### src/kbd_pkg.sv
// Shared constants and types for the keyboard interface block
package kbd_pkg;

    // Timing
    localparam int CLK_HZ      = 25_000_000;
    localparam int BEEP_MS     = 100;
    localparam int DEBOUNCE_MS = 10;
    localparam int BEEP_CYC    = CLK_HZ / 1000 * BEEP_MS;
    localparam int DBNC_CYC    = CLK_HZ / 1000 * DEBOUNCE_MS;
    localparam int TIMER_W     = 22;

    // Address decode
    localparam logic [2:0] KBD_BANK = 3'h7;
    localparam logic [3:0] WIN_TOP  = 4'h8;
    localparam logic [3:0] MOD_SEL  = 4'h3;

    // Function specifier {addr7, addr5}
    localparam logic [1:0] FN_IND  = 2'h0;
    localparam logic [1:0] FN_MODE = 2'h1;
    localparam logic [1:0] FN_JR   = 2'h2;
    localparam logic [1:0] FN_SZ   = 2'h3;

    // Option switch groups
    localparam int SW_AH_LSB = 0;
    localparam int SW_JR_LSB = 8;
    localparam int SW_SZ_LSB = 16;

    // Register port
    localparam logic [1:0] REG_CTRL   = 2'h0;
    localparam logic [1:0] REG_STATUS = 2'h1;
    localparam int         CTRL_EN    = 0;
    localparam logic       EN_RESET   = 1'b1;
    localparam int         ST_EN      = 0;
    localparam int         ST_KEY     = 1;
    localparam int         ST_POR     = 2;
    localparam int         ST_BEEP    = 3;

    typedef enum logic [1:0] {
        POR_IDLE   = 2'h0,
        POR_HELD   = 2'h1,
        POR_SETTLE = 2'h3
    } por_state_e;

    typedef struct packed {
        logic [15:0] addr;
        logic [2:0]  bank;
        logic        io;
        logic        local_request_n_n;
        logic        rd_n;
        logic        status_one;
    } bp_ctl_s;

endpackage
### src/hold_timer.sv
// Reloadable down counter, busy while nonzero
`timescale 1ns/1ns
module hold_timer #(
    parameter int W     = 22,
    parameter int COUNT = 16
) (
    input  wire logic clock_i,
    input  wire logic rst_i,
    input  wire logic ce_i,
    input  wire logic load_i,
    output logic      busy_o
);

    localparam logic [W-1:0] LOAD_VAL = W'(COUNT);
    localparam logic [W-1:0] ONE      = W'(1);

    logic [W-1:0] count;

    always_ff @(posedge clock_i or posedge rst_i) begin
        if (rst_i) begin
            count <= '0;
        end else if (ce_i) begin
            if (load_i) begin
                count <= LOAD_VAL;
            end else if (count != '0) begin
                count <= count - ONE;
            end
        end
    end

    assign busy_o = (count != '0);

endmodule

### src/kbd_iface.sv
// Keyboard interface: reset gating, decode, beeper, switches, buffers
// Notes on behaviour
// - Firmware can disable and re-enable reset key
// - Mode-select write clears reset enable
// - Enabled pressed key pulls power-on line low
// - Enabled key captured on next clock edge
// - Power-on drive deferred during memory cycle
// - Power-on held low for debounce after release
// - Window needs bank 111 and 32K-36K
// - Module selected when bits 11..8 equal 0011
// - Bits 4 and 8 swap during I/O
// - Address bits 7 and 5 pick function
// - Decoder enabled by window, module, request low
// - Function 11 reads switches S through Z
// - Function 00 plus beep strobe triggers beeper
// - Speaker gets 800 Hz tone while beeping
// - One 100 ms burst, then self clear
// - Three switch groups, each on read only
// - Open switch reads one, closed zero
// - Every write drives inverted data to keyboard
// - Addressed read passes keyboard data uninverted
// - Disable strap cuts keyboard section off
//
// Our own choices: the placing of the registers and the address-and-strobe port.
`timescale 1ns/1ns
module kbd_iface #(
    parameter int BEEP_CYC = kbd_pkg::BEEP_CYC,
    parameter int DBNC_CYC = kbd_pkg::DBNC_CYC
) (
    input  wire logic           clock_i,
    input  wire logic           rst_i,
    input  wire logic           ce_i,
    // Register port
    input  wire logic [1:0]     reg_addr_i,
    input  wire logic [7:0]     reg_wdata_i,
    input  wire logic           reg_wr_i,
    input  wire logic           reg_rd_i,
    output logic      [7:0]     reg_rdata_o,
    // Backplane
    input  wire kbd_pkg::bp_ctl_s bp_ctl_i,
    input  wire logic           mem_cycle_i,
    input  wire logic [7:0]     bp_data_i,
    output logic      [7:0]     bp_data_o,
    output logic                bp_data_oe_n_o,
    output logic                power_on_reset_n_o,
    // Keyboard side
    input  wire logic           reset_key_i,
    input  wire logic           beep_strobe_n_i,
    input  wire logic           tone_800hz_i,
    input  wire logic [7:0]     kb_data_i,
    output logic      [7:0]     kb_data_o,
    output logic                kb_data_oe_n_o,
    output logic                indicator_enable_n_o,
    output logic                mode_select_n_o,
    output logic                speaker_o,
    // Board straps and switches
    input  wire logic           keyboard_disable_strap_i,
    input  wire logic [23:0]    switch_open_i
);

    ////////////////////////////////////////////////////////////////////
    // Address and function decode

    logic       bit8_eff;
    logic       window_hit;
    logic       module_hit;
    logic [1:0] fn;
    logic       fn_en;
    logic       is_write;
    logic       rd_hit;
    logic       mode_hit;
    logic       sw_read;
    logic [7:0] sw_group;

    // I/O cycles carry bit 8 in the bit 4 position
    assign bit8_eff = bp_ctl_i.io ? bp_ctl_i.addr[4]
                                  : bp_ctl_i.addr[8];

    // Strap blocks every decode, so nothing reaches the keyboard
    assign window_hit = (bp_ctl_i.bank == kbd_pkg::KBD_BANK)
                     && (bp_ctl_i.addr[15:12] == kbd_pkg::WIN_TOP)
                     && !keyboard_disable_strap_i;

    assign module_hit = ({bp_ctl_i.addr[11:9], bit8_eff}
                         == kbd_pkg::MOD_SEL);

    assign fn       = {bp_ctl_i.addr[7], bp_ctl_i.addr[5]};
    assign fn_en    = window_hit && module_hit
                   && !bp_ctl_i.local_request_n_n;
    assign is_write = !bp_ctl_i.status_one;
    assign rd_hit   = window_hit && module_hit
                   && !bp_ctl_i.rd_n;
    assign mode_hit = fn_en && is_write
                   && (fn == kbd_pkg::FN_MODE);
    assign sw_read  = rd_hit && (fn != kbd_pkg::FN_IND);

    // Open switch is a one on the data bus
    always_comb begin
        case (fn)
            kbd_pkg::FN_MODE: begin
                sw_group = switch_open_i[kbd_pkg::SW_AH_LSB +: 8];
            end
            kbd_pkg::FN_JR: begin
                sw_group = switch_open_i[kbd_pkg::SW_JR_LSB +: 8];
            end
            kbd_pkg::FN_SZ: begin
                sw_group = switch_open_i[kbd_pkg::SW_SZ_LSB +: 8];
            end
            default: begin
                sw_group = 8'hff;
            end
        endcase
    end

    ////////////////////////////////////////////////////////////////////
    // Keyboard strobes

    always_ff @(posedge clock_i or posedge rst_i) begin
        if (rst_i) begin
            indicator_enable_n_o <= 1'b1;
            mode_select_n_o      <= 1'b1;
        end else if (ce_i) begin
            indicator_enable_n_o <= !(fn_en
                && (fn == kbd_pkg::FN_IND));
            mode_select_n_o      <= !mode_hit;
        end
    end

    ////////////////////////////////////////////////////////////////////
    // Reset key gating

    logic                reset_enable;
    logic                reset_ff;
    logic                dbnc_busy;
    kbd_pkg::por_state_e por_state;
    kbd_pkg::por_state_e next_por_state;
    logic                ctrl_wr;

    assign ctrl_wr = reg_wr_i && (reg_addr_i == kbd_pkg::REG_CTRL);

    // A firmware write in the same cycle overrides the strobe clear
    always_ff @(posedge clock_i or posedge rst_i) begin
        if (rst_i) begin
            reset_enable <= kbd_pkg::EN_RESET;
        end else if (ce_i) begin
            if (ctrl_wr) begin
                reset_enable <= reg_wdata_i[kbd_pkg::CTRL_EN];
            end else if (mode_hit) begin
                reset_enable <= 1'b0;
            end
        end
    end

    always_ff @(posedge clock_i or posedge rst_i) begin
        if (rst_i) begin
            reset_ff <= 1'b0;
        end else if (ce_i) begin
            reset_ff <= reset_key_i && reset_enable;
        end
    end

    always_comb begin
        next_por_state = por_state;
        case (por_state)
            kbd_pkg::POR_IDLE: begin
                // Never cut into a running memory cycle
                if (reset_ff && !mem_cycle_i) begin
                    next_por_state = kbd_pkg::POR_HELD;
                end
            end
            kbd_pkg::POR_HELD: begin
                if (!reset_ff) begin
                    next_por_state = kbd_pkg::POR_SETTLE;
                end
            end
            kbd_pkg::POR_SETTLE: begin
                // A bounce back restarts the hold
                if (reset_ff) begin
                    next_por_state = kbd_pkg::POR_HELD;
                end else if (!dbnc_busy) begin
                    next_por_state = kbd_pkg::POR_IDLE;
                end
            end
            default: begin
                next_por_state = kbd_pkg::POR_IDLE;
            end
        endcase
    end

    always_ff @(posedge clock_i or posedge rst_i) begin
        if (rst_i) begin
            por_state          <= kbd_pkg::POR_IDLE;
            power_on_reset_n_o <= 1'b1;
        end else if (ce_i) begin
            por_state          <= next_por_state;
            power_on_reset_n_o <= (next_por_state
                                   == kbd_pkg::POR_IDLE);
        end
    end

    // Reloaded while held, runs out after release
    hold_timer #(
        .W     (kbd_pkg::TIMER_W),
        .COUNT (DBNC_CYC)
    ) u_debounce (
        .clock_i (clock_i),
        .rst_i   (rst_i),
        .ce_i    (ce_i),
        .load_i  (por_state == kbd_pkg::POR_HELD),
        .busy_o  (dbnc_busy)
    );

    ////////////////////////////////////////////////////////////////////
    // Beeper

    logic beep_trig;
    logic beep_trig_d;
    logic beeping;

    assign beep_trig = !indicator_enable_n_o
                    && !beep_strobe_n_i;

    always_ff @(posedge clock_i or posedge rst_i) begin
        if (rst_i) begin
            beep_trig_d <= 1'b0;
        end else if (ce_i) begin
            beep_trig_d <= beep_trig;
        end
    end

    // Edge start: a long strobe still gives a single burst
    hold_timer #(
        .W     (kbd_pkg::TIMER_W),
        .COUNT (BEEP_CYC)
    ) u_beep (
        .clock_i (clock_i),
        .rst_i   (rst_i),
        .ce_i    (ce_i),
        .load_i  (beep_trig && !beep_trig_d),
        .busy_o  (beeping)
    );

    always_ff @(posedge clock_i or posedge rst_i) begin
        if (rst_i) begin
            speaker_o <= 1'b0;
        end else if (ce_i) begin
            speaker_o <= tone_800hz_i && beeping;
        end
    end

    ////////////////////////////////////////////////////////////////////
    // Data buffers

    always_ff @(posedge clock_i or posedge rst_i) begin
        if (rst_i) begin
            bp_data_o      <= 8'h00;
            bp_data_oe_n_o <= 1'b1;
        end else if (ce_i) begin
            bp_data_oe_n_o <= !rd_hit;
            bp_data_o      <= sw_read ? sw_group
                                      : kb_data_i;
        end
    end

    // Writes to any target reach the keyboard bus; it only
    // listens while one of its strobes is active
    always_ff @(posedge clock_i or posedge rst_i) begin
        if (rst_i) begin
            kb_data_o      <= 8'h00;
            kb_data_oe_n_o <= 1'b1;
        end else if (ce_i) begin
            if (is_write && !keyboard_disable_strap_i) begin
                kb_data_o      <= ~bp_data_i;
                kb_data_oe_n_o <= 1'b0;
            end else if (sw_read) begin
                kb_data_o      <= sw_group;
                kb_data_oe_n_o <= 1'b0;
            end else begin
                kb_data_o      <= 8'h00;
                kb_data_oe_n_o <= 1'b1;
            end
        end
    end

    ////////////////////////////////////////////////////////////////////
    // Register port

    always_ff @(posedge clock_i or posedge rst_i) begin
        if (rst_i) begin
            reg_rdata_o <= 8'h00;
        end else if (ce_i) begin
            reg_rdata_o <= 8'h00;
            if (reg_rd_i) begin
                case (reg_addr_i)
                    kbd_pkg::REG_CTRL: begin
                        reg_rdata_o[kbd_pkg::CTRL_EN] <= reset_enable;
                    end
                    kbd_pkg::REG_STATUS: begin
                        reg_rdata_o[kbd_pkg::ST_EN]   <= reset_enable;
                        reg_rdata_o[kbd_pkg::ST_KEY]  <= reset_ff;
                        reg_rdata_o[kbd_pkg::ST_POR]  <=
                            !power_on_reset_n_o;
                        reg_rdata_o[kbd_pkg::ST_BEEP] <= beeping;
                    end
                    default: begin
                        reg_rdata_o <= 8'h00;
                    end
                endcase
            end
        end
    end
endmodule

### config.mk
export PLATFORM = sky130hd
export DESIGN_NAME = kbd_iface
export DESIGN_NICKNAME = d
export VERILOG_FILES = /design/src/kbd_pkg.sv /design/src/hold_timer.sv /design/src/kbd_iface.sv
export SDC_FILE = /design/constraint.sdc
export NUM_CORES = 1
export LEC_CHECK = 0
export BUFFER_PORTS_ARGS = -buffer_cell sky130_fd_sc_hd__buf_2
export CAP_MARGIN = 30
export CORE_MARGIN = 3
export CORE_UTILIZATION = 48
export CTS_CLUSTER_DIAMETER = 40
export DETAILED_ROUTE_END_ITERATION = 8
export GPL_ROUTABILITY_DRIVEN = 1
export GPL_TIMING_DRIVEN = 0
export PLACE_DENSITY = 0.77
export SYNTH_ARGS = -nofsm -noshare
export SYNTH_HDL_FRONTEND = slang
export SYNTH_SLANG_ARGS = --single-unit
### constraint.sdc
create_clock -name clock_i -period 2.6 [get_ports clock_i]
set_input_delay 0.65 -clock clock_i [delete_from_list [all_inputs] [get_ports clock_i]]
set_output_delay 0.65 -clock clock_i [all_outputs]
set_load 0.01 [all_outputs]
Word-level counts from Yosys, hierarchy flattened
Cells that the tools add are included.
{ "op_classes": {"add_sub_neg": 2, "n_eq_ne": 9, "mux": 21, "n_bitwise": 1, "reduce_logical": 42} }
{ "ops": {"columns": ["cell", "count"], "rows": [
  ["$mux 22", 4],
  ["$reduce_bool 22->1", 2],
  ["$sub 22x1->22 const B", 2],
  ["$mux 8", 3],
  ["$pmux 8 s3", 1],
  ["$logic_and 1x1->1", 16],
  ["$logic_not 1->1", 12],
  ["$logic_not 2->1", 4],
  ["$mux 2", 4],
  ["$not 8->8", 1],
  ["$reduce_bool 2->1", 4],
  ["$eq 2x1->1 const B", 3],
  ["$eq 2x2->1 const B", 3],
  ["$mux 1", 6],
  ["$pmux 2 s3", 1],
  ["$reduce_and 2->1", 3],
  ["$eq 4x2->1 const B", 1],
  ["$eq 4x4->1 const B", 1],
  ["$mux 4", 1],
  ["$eq 3x3->1 const B", 1],
  ["$mux 3", 1],
  ["$reduce_or 2->1", 1]
]} }
{ "totals": {"reg_bits": 79, "input_bits": 83, "out_inout_bits": 30, "word_cells": 90} }

Logic depth before layout (Yosys ltp)
{ "depth": {"depth_word": 9, "ltp_mapped": 8, "mapped_depth_nobuf": 7} }

Modules after synthesis
A second synthesis with hierarchy kept.
{ "unflattened": {"cells_unflattened": 480, "area_unflattened_um2": 4444.3} }
{ "by_module_without_submodules": {"columns": ["mod", "instances", "cells_each", "area_per_inst_um2", "seq_area_each_um2"], "rows": [
  ["kbd_iface", 1, 163, 1692.9, 783.3],
  ["hold_timer (u_beep)", 1, 157, 1390.1, 550.5],
  ["hold_timer (u_debounce)", 1, 160, 1361.3, 550.5]
]} }

Worst setup path after synthesis
OpenSTA, ideal clock, no wires.
{ "synth_timing": {"kind": "register to register", "from": "register u_beep.count[4]", "to": "register u_beep.count[18]", "setup_ns": 0.129, "t_arrival_ns": 2.215, "required_time_ns": 2.471, "setup_slack_ns": 0.256, "stages_incl_launch_ff": 7, "path_buffers": 1, "period_less_slack_ns": 2.344, "path_cell_list": "dfrtp_1 > or4_1 > clkbuf_2 > or4_4 > or4b_1 > xor2_1 > nand2_1"} }
{ "synth_between": {"elab_chain_cells": 3, "word_cells_on_any_way": 6, "classes_between": "add/sub: 1; mux: 2; reduce/logical: 3"} }
{ "synth_rtl": {"columns": ["element", "line", "text"], "rows": [
  ["start, declared", "hold_timer.sv:17", "logic [W-1:0] count;"],
  ["start signal, assigned", "hold_timer.sv:26", "count <= count - ONE;"],
  ["$sub 22x1->22 or $reduce_bool 22->1 (tied branches)", "hold_timer.sv:26, hold_timer.sv:25", null],
  ["$mux 22 or $reduce_bool 2->1 (tied branches)", null, null],
  ["$mux 22 or $reduce_and 2->1 (tied branches)", null, null]
]} }
Several ways; a longest one is shown, not always the timed one. The select of a mux whose other input is x is not followed.
A chain may end at the register's enable or synchronous reset.

Worst setup path after layout
Ends and elaborated chain as after synthesis.

==> flow_summary.toml <==
[sta]
worst_pin_slew_ns = 0.888
fmax_mhz = 395
whs_ns = 0.482
hold_viol_final = 0
slew_headroom_pct = 40.3
layout_min_cycle_time_ns = 2.53
fin_crit_sh_pct = 97.4
clock_skew_ns = 0.0118
drv_slew = 0
setup_violations = 0
grt_setup_unrepaired = "true"

[logic_synthesis]
ys_seq_area_share_pct = 45.5
yosys_warnings = 0
synth_top_area_share_pct = 41.7
netlist_area_mm2 = 0.00414
async_reset_ff_share_pct = 100
synth_edf_count = 0
syn_inst = 445
synth.most_common_cell = "dfrtp_1"
ys.flop_type = "dfrtp_1"
synthTopCellsByArea = "dfrtp_1 42%, nor2_1 4.2%, o21ai_0 4.1%"
yosys.area.top_type = "dfrtp_1"
synth_common_cells = "69 x dfrtp_1, 46 x nor2_1, 41 x nand2_1, 34 x o21ai_0, 19 x clkbuf_1"
ys_types = 55
ys_ff_latch = 75
avgSynthCellArea_um2 = 9.31

[placed_design]
io_buffers = 95
dp_hpwl_mm = 8.19
place_congestion = 0.944

[die]
core_mm2 = 0.00830
die_w_um = 98.9
rows = 33
die_h_um = 98.9
initial_core_util_pct = 49.9
io_pins = 113
die_area_mm2 = 0.00978

[global_route]
grt_pass1_wl_mm = 18.0
grt_pass1_vias = 3635
antenna_found_initial = 0
grt_max_degree = 76
grt-ovfl-total = 0
grt_util_all_layers_pct = 22.7

[outcome]
status = "finished, final reports clean"

[pwr]
swShare_pct = 31.3
ir_worst_vdd_uv = 384
power_frac_comb_pct = 23.4
clkPwrFrac_pct = 30.9
pwr-share-seq_pct = 45.7
p_switching_w = 0.00107
p_per_area_mw_per_mm2 = 684
leakagePower_nw = 2.17
intPower_w = 0.00236

[drt]
drt_pass1_iterations = 5
vias = 3846
viasPerCell = 5.79
ant_nets = 0
drt_iter0_drc = 245
wl_mm = 11.0
wl_per_cell_um = 16.6
drc = 0

[cts]
clockRootBuffer = "clkbuf_8"
post_cts_buffers = 0
cts_sinks = 75
clockBufferDepth = 2
insertion_delay_ns = 0.35
cts_made_buffers = 9
cts_tree = "yes"
ctsHoldBuffers = 0
clkTransAtPathRegs_ns = 0.08
cts_max_level = 3

[setup_path]
crit_path_cell_trace = "or4_1 > buf_2 > or4_4 > or4b_1 > xor2_1 > nand2_1"
critical_path.top_delay_family = "simple AND/OR/NAND/NOR gates"
cp_max_fo = 8
cpMaxStageDelayCell = "or4_1"
cp_slowest_stage_delay_ns = 0.54
worst_r2r_endpoint = "u_beep.count[18]"
crit_buf_inv = 1
cp-start-kind = "flop"
worst-endpoint-required_ns = 2.81
r2r_setup_slack_ns = 0.07
worstSetupPathType = "reg -> reg"
crit_path_end_kind = "flop"
critPathArrivalTime_ns = 2.74
r2r_start = "u_beep.count[4]"
r2r_cells = 6

[final_layout]
nNetsFinal = 640
syn_to_final_growth_pct = 21.1
final_core_util_pct = 60.5
antenna_cells = 0
drive_gt1_share_pct = 26.7

[hold_path]
min-delay-start = "reg_rdata_o[2]"
hold_path_end = "reg_rdata_o[2]"
hold_depth = 2
hp-class = "reg -> reg"

[job]
drv_cap = 0
what timing repair did:
action                                  CTS  global route
endpoints found under the setup margin    3            11
pin swaps                                 0             0
gates resized for setup                   1             7
cell usage in the layout, fill, tap and decap left out, types with 4 or more instances in the layout:
master	n
a31oi_1	9
nor3_1	12
a21oi_1	5
o221ai_1	8
dfrtp_1	68
o31ai_1	6
conb_1	4
a2111oi_0	4
buf_2	96
buf_4	4
or3_1	10
xor2_1	14
inv_1	17
clkbuf_8	9
a22o_1	10
or2_2	6
nor2_1	45
dfstp_2	6
clkbuf_1	22
nor4_1	12
mux2_2	10
o211ai_1	4
nand3_1	9
nand2_1	41
or4_1	9
o22a_1	9
o21ai_0	32
xnor2_1	13
registers in the layout, indices dropped and copies added (netlist names), 2 cells and up:
register / cells
bp_data_o: 8
u_beep.count: 22
u_debounce.count: 22
kb_data_o: 8
por_state: 2
reg_rdata_o: 4
cell type report:
| type | count | area, um2 |
|---|---|---|
| fill | 703 | 3280 |
| multi-input combinational | 326 | 2100 |
| sequential | 75 | 1890 |
| timing repair buffer | 95 | 475 |
| clock buffer | 12 | 135 |
| tap | 105 | 131 |
| buffer | 27 | 118 |
| clock inverter | 4 | 98.8 |
| inverter | 20 | 77.6 |
power by group through the flow:
stage | sequential, W | combinational, W | clock [W]
floorplan | 0.00155 | 0.000557 | 0
global placement | 0.00156 | 0.000759 | 0
detailed placement | 0.00158 | 0.000786 | 0
CTS | 0.00156 | 0.000791 | 0.00107
global route | 0.00160 | 0.000897 | 0.00113
finish | 0.00157 | 0.000804 | 0.00106
kinds of logic after synthesis:
kind of cell	count (synthesis)	share of synthesized area (%)
other	1	0.0905
DFF	75	45.5
adders and majority gates	3	0.906
AOI/OAI and AO/OA	103	17.5
muxes	12	3.20
and+or+nand+nor	177	22.5
xor gates and xnor gates	27	5.71
buffers and inverters	47	4.65
how the worst max path moves through the flow:
stage                     slack [ns]  cells past startpoint             from          endpoint
final                           0.07                      6  u_beep.count[4]  u_beep.count[18]
after global routing           -0.06                      6  u_beep.count[4]  u_beep.count[21]
after global placement         -0.78                      2            rst_i      bp_data_o[0]
after floorplan                 0.05                      1            rst_i       beep_trig_d
after CTS                       0.06                      6  u_beep.count[4]  u_beep.count[18]
after detailed placement       -0.16                      6             ce_i  u_beep.count[21]
worst min-delay path, delay by kind of cell, from the launching register on:
| kind | cells | cell delay (ns) |
|---|---|---|
| simple gates | 1 | 0.05 |
| flops | 1 | 0.35 |
| compound gates | 1 | 0.05 |
per-stage QoR:
stage | power (W) | setup WS, ns | cells | TNS (ns) | cell area [um2]
2_1_floorplan | 0.00210 | 0.0500 | 448 | 0 | 4160
3_3_place_gp | 0.00232 | -0.783 | 648 | -54.99 | 4760
3_5_place_dp | 0.00236 | -0.159 | 648 | -0.806 | 4760
4_1_cts | 0.00342 | 0.0620 | 664 | 0 | 5000
5_1_grt | 0.00363 | -0.0562 | 664 | -0.151 | 5020
6_report | 0.00343 | 0.0687 | 664 | 0 | 5020
layer usage:
| metal | share of wire (%) | track usage (%) | wire (um) |
|---|---|---|---|
| met4 | 1.9 | 6.72 | 207 |
| met2 | 47 | 34.8 | 5200 |
| met3 | 5.3 | 5.59 | 585 |
| met1 | 46 | 31.9 | 5010 |
| met5 | 0 | 0 | 0 |
No activity file was read; power rests on OpenSTA's default activity.
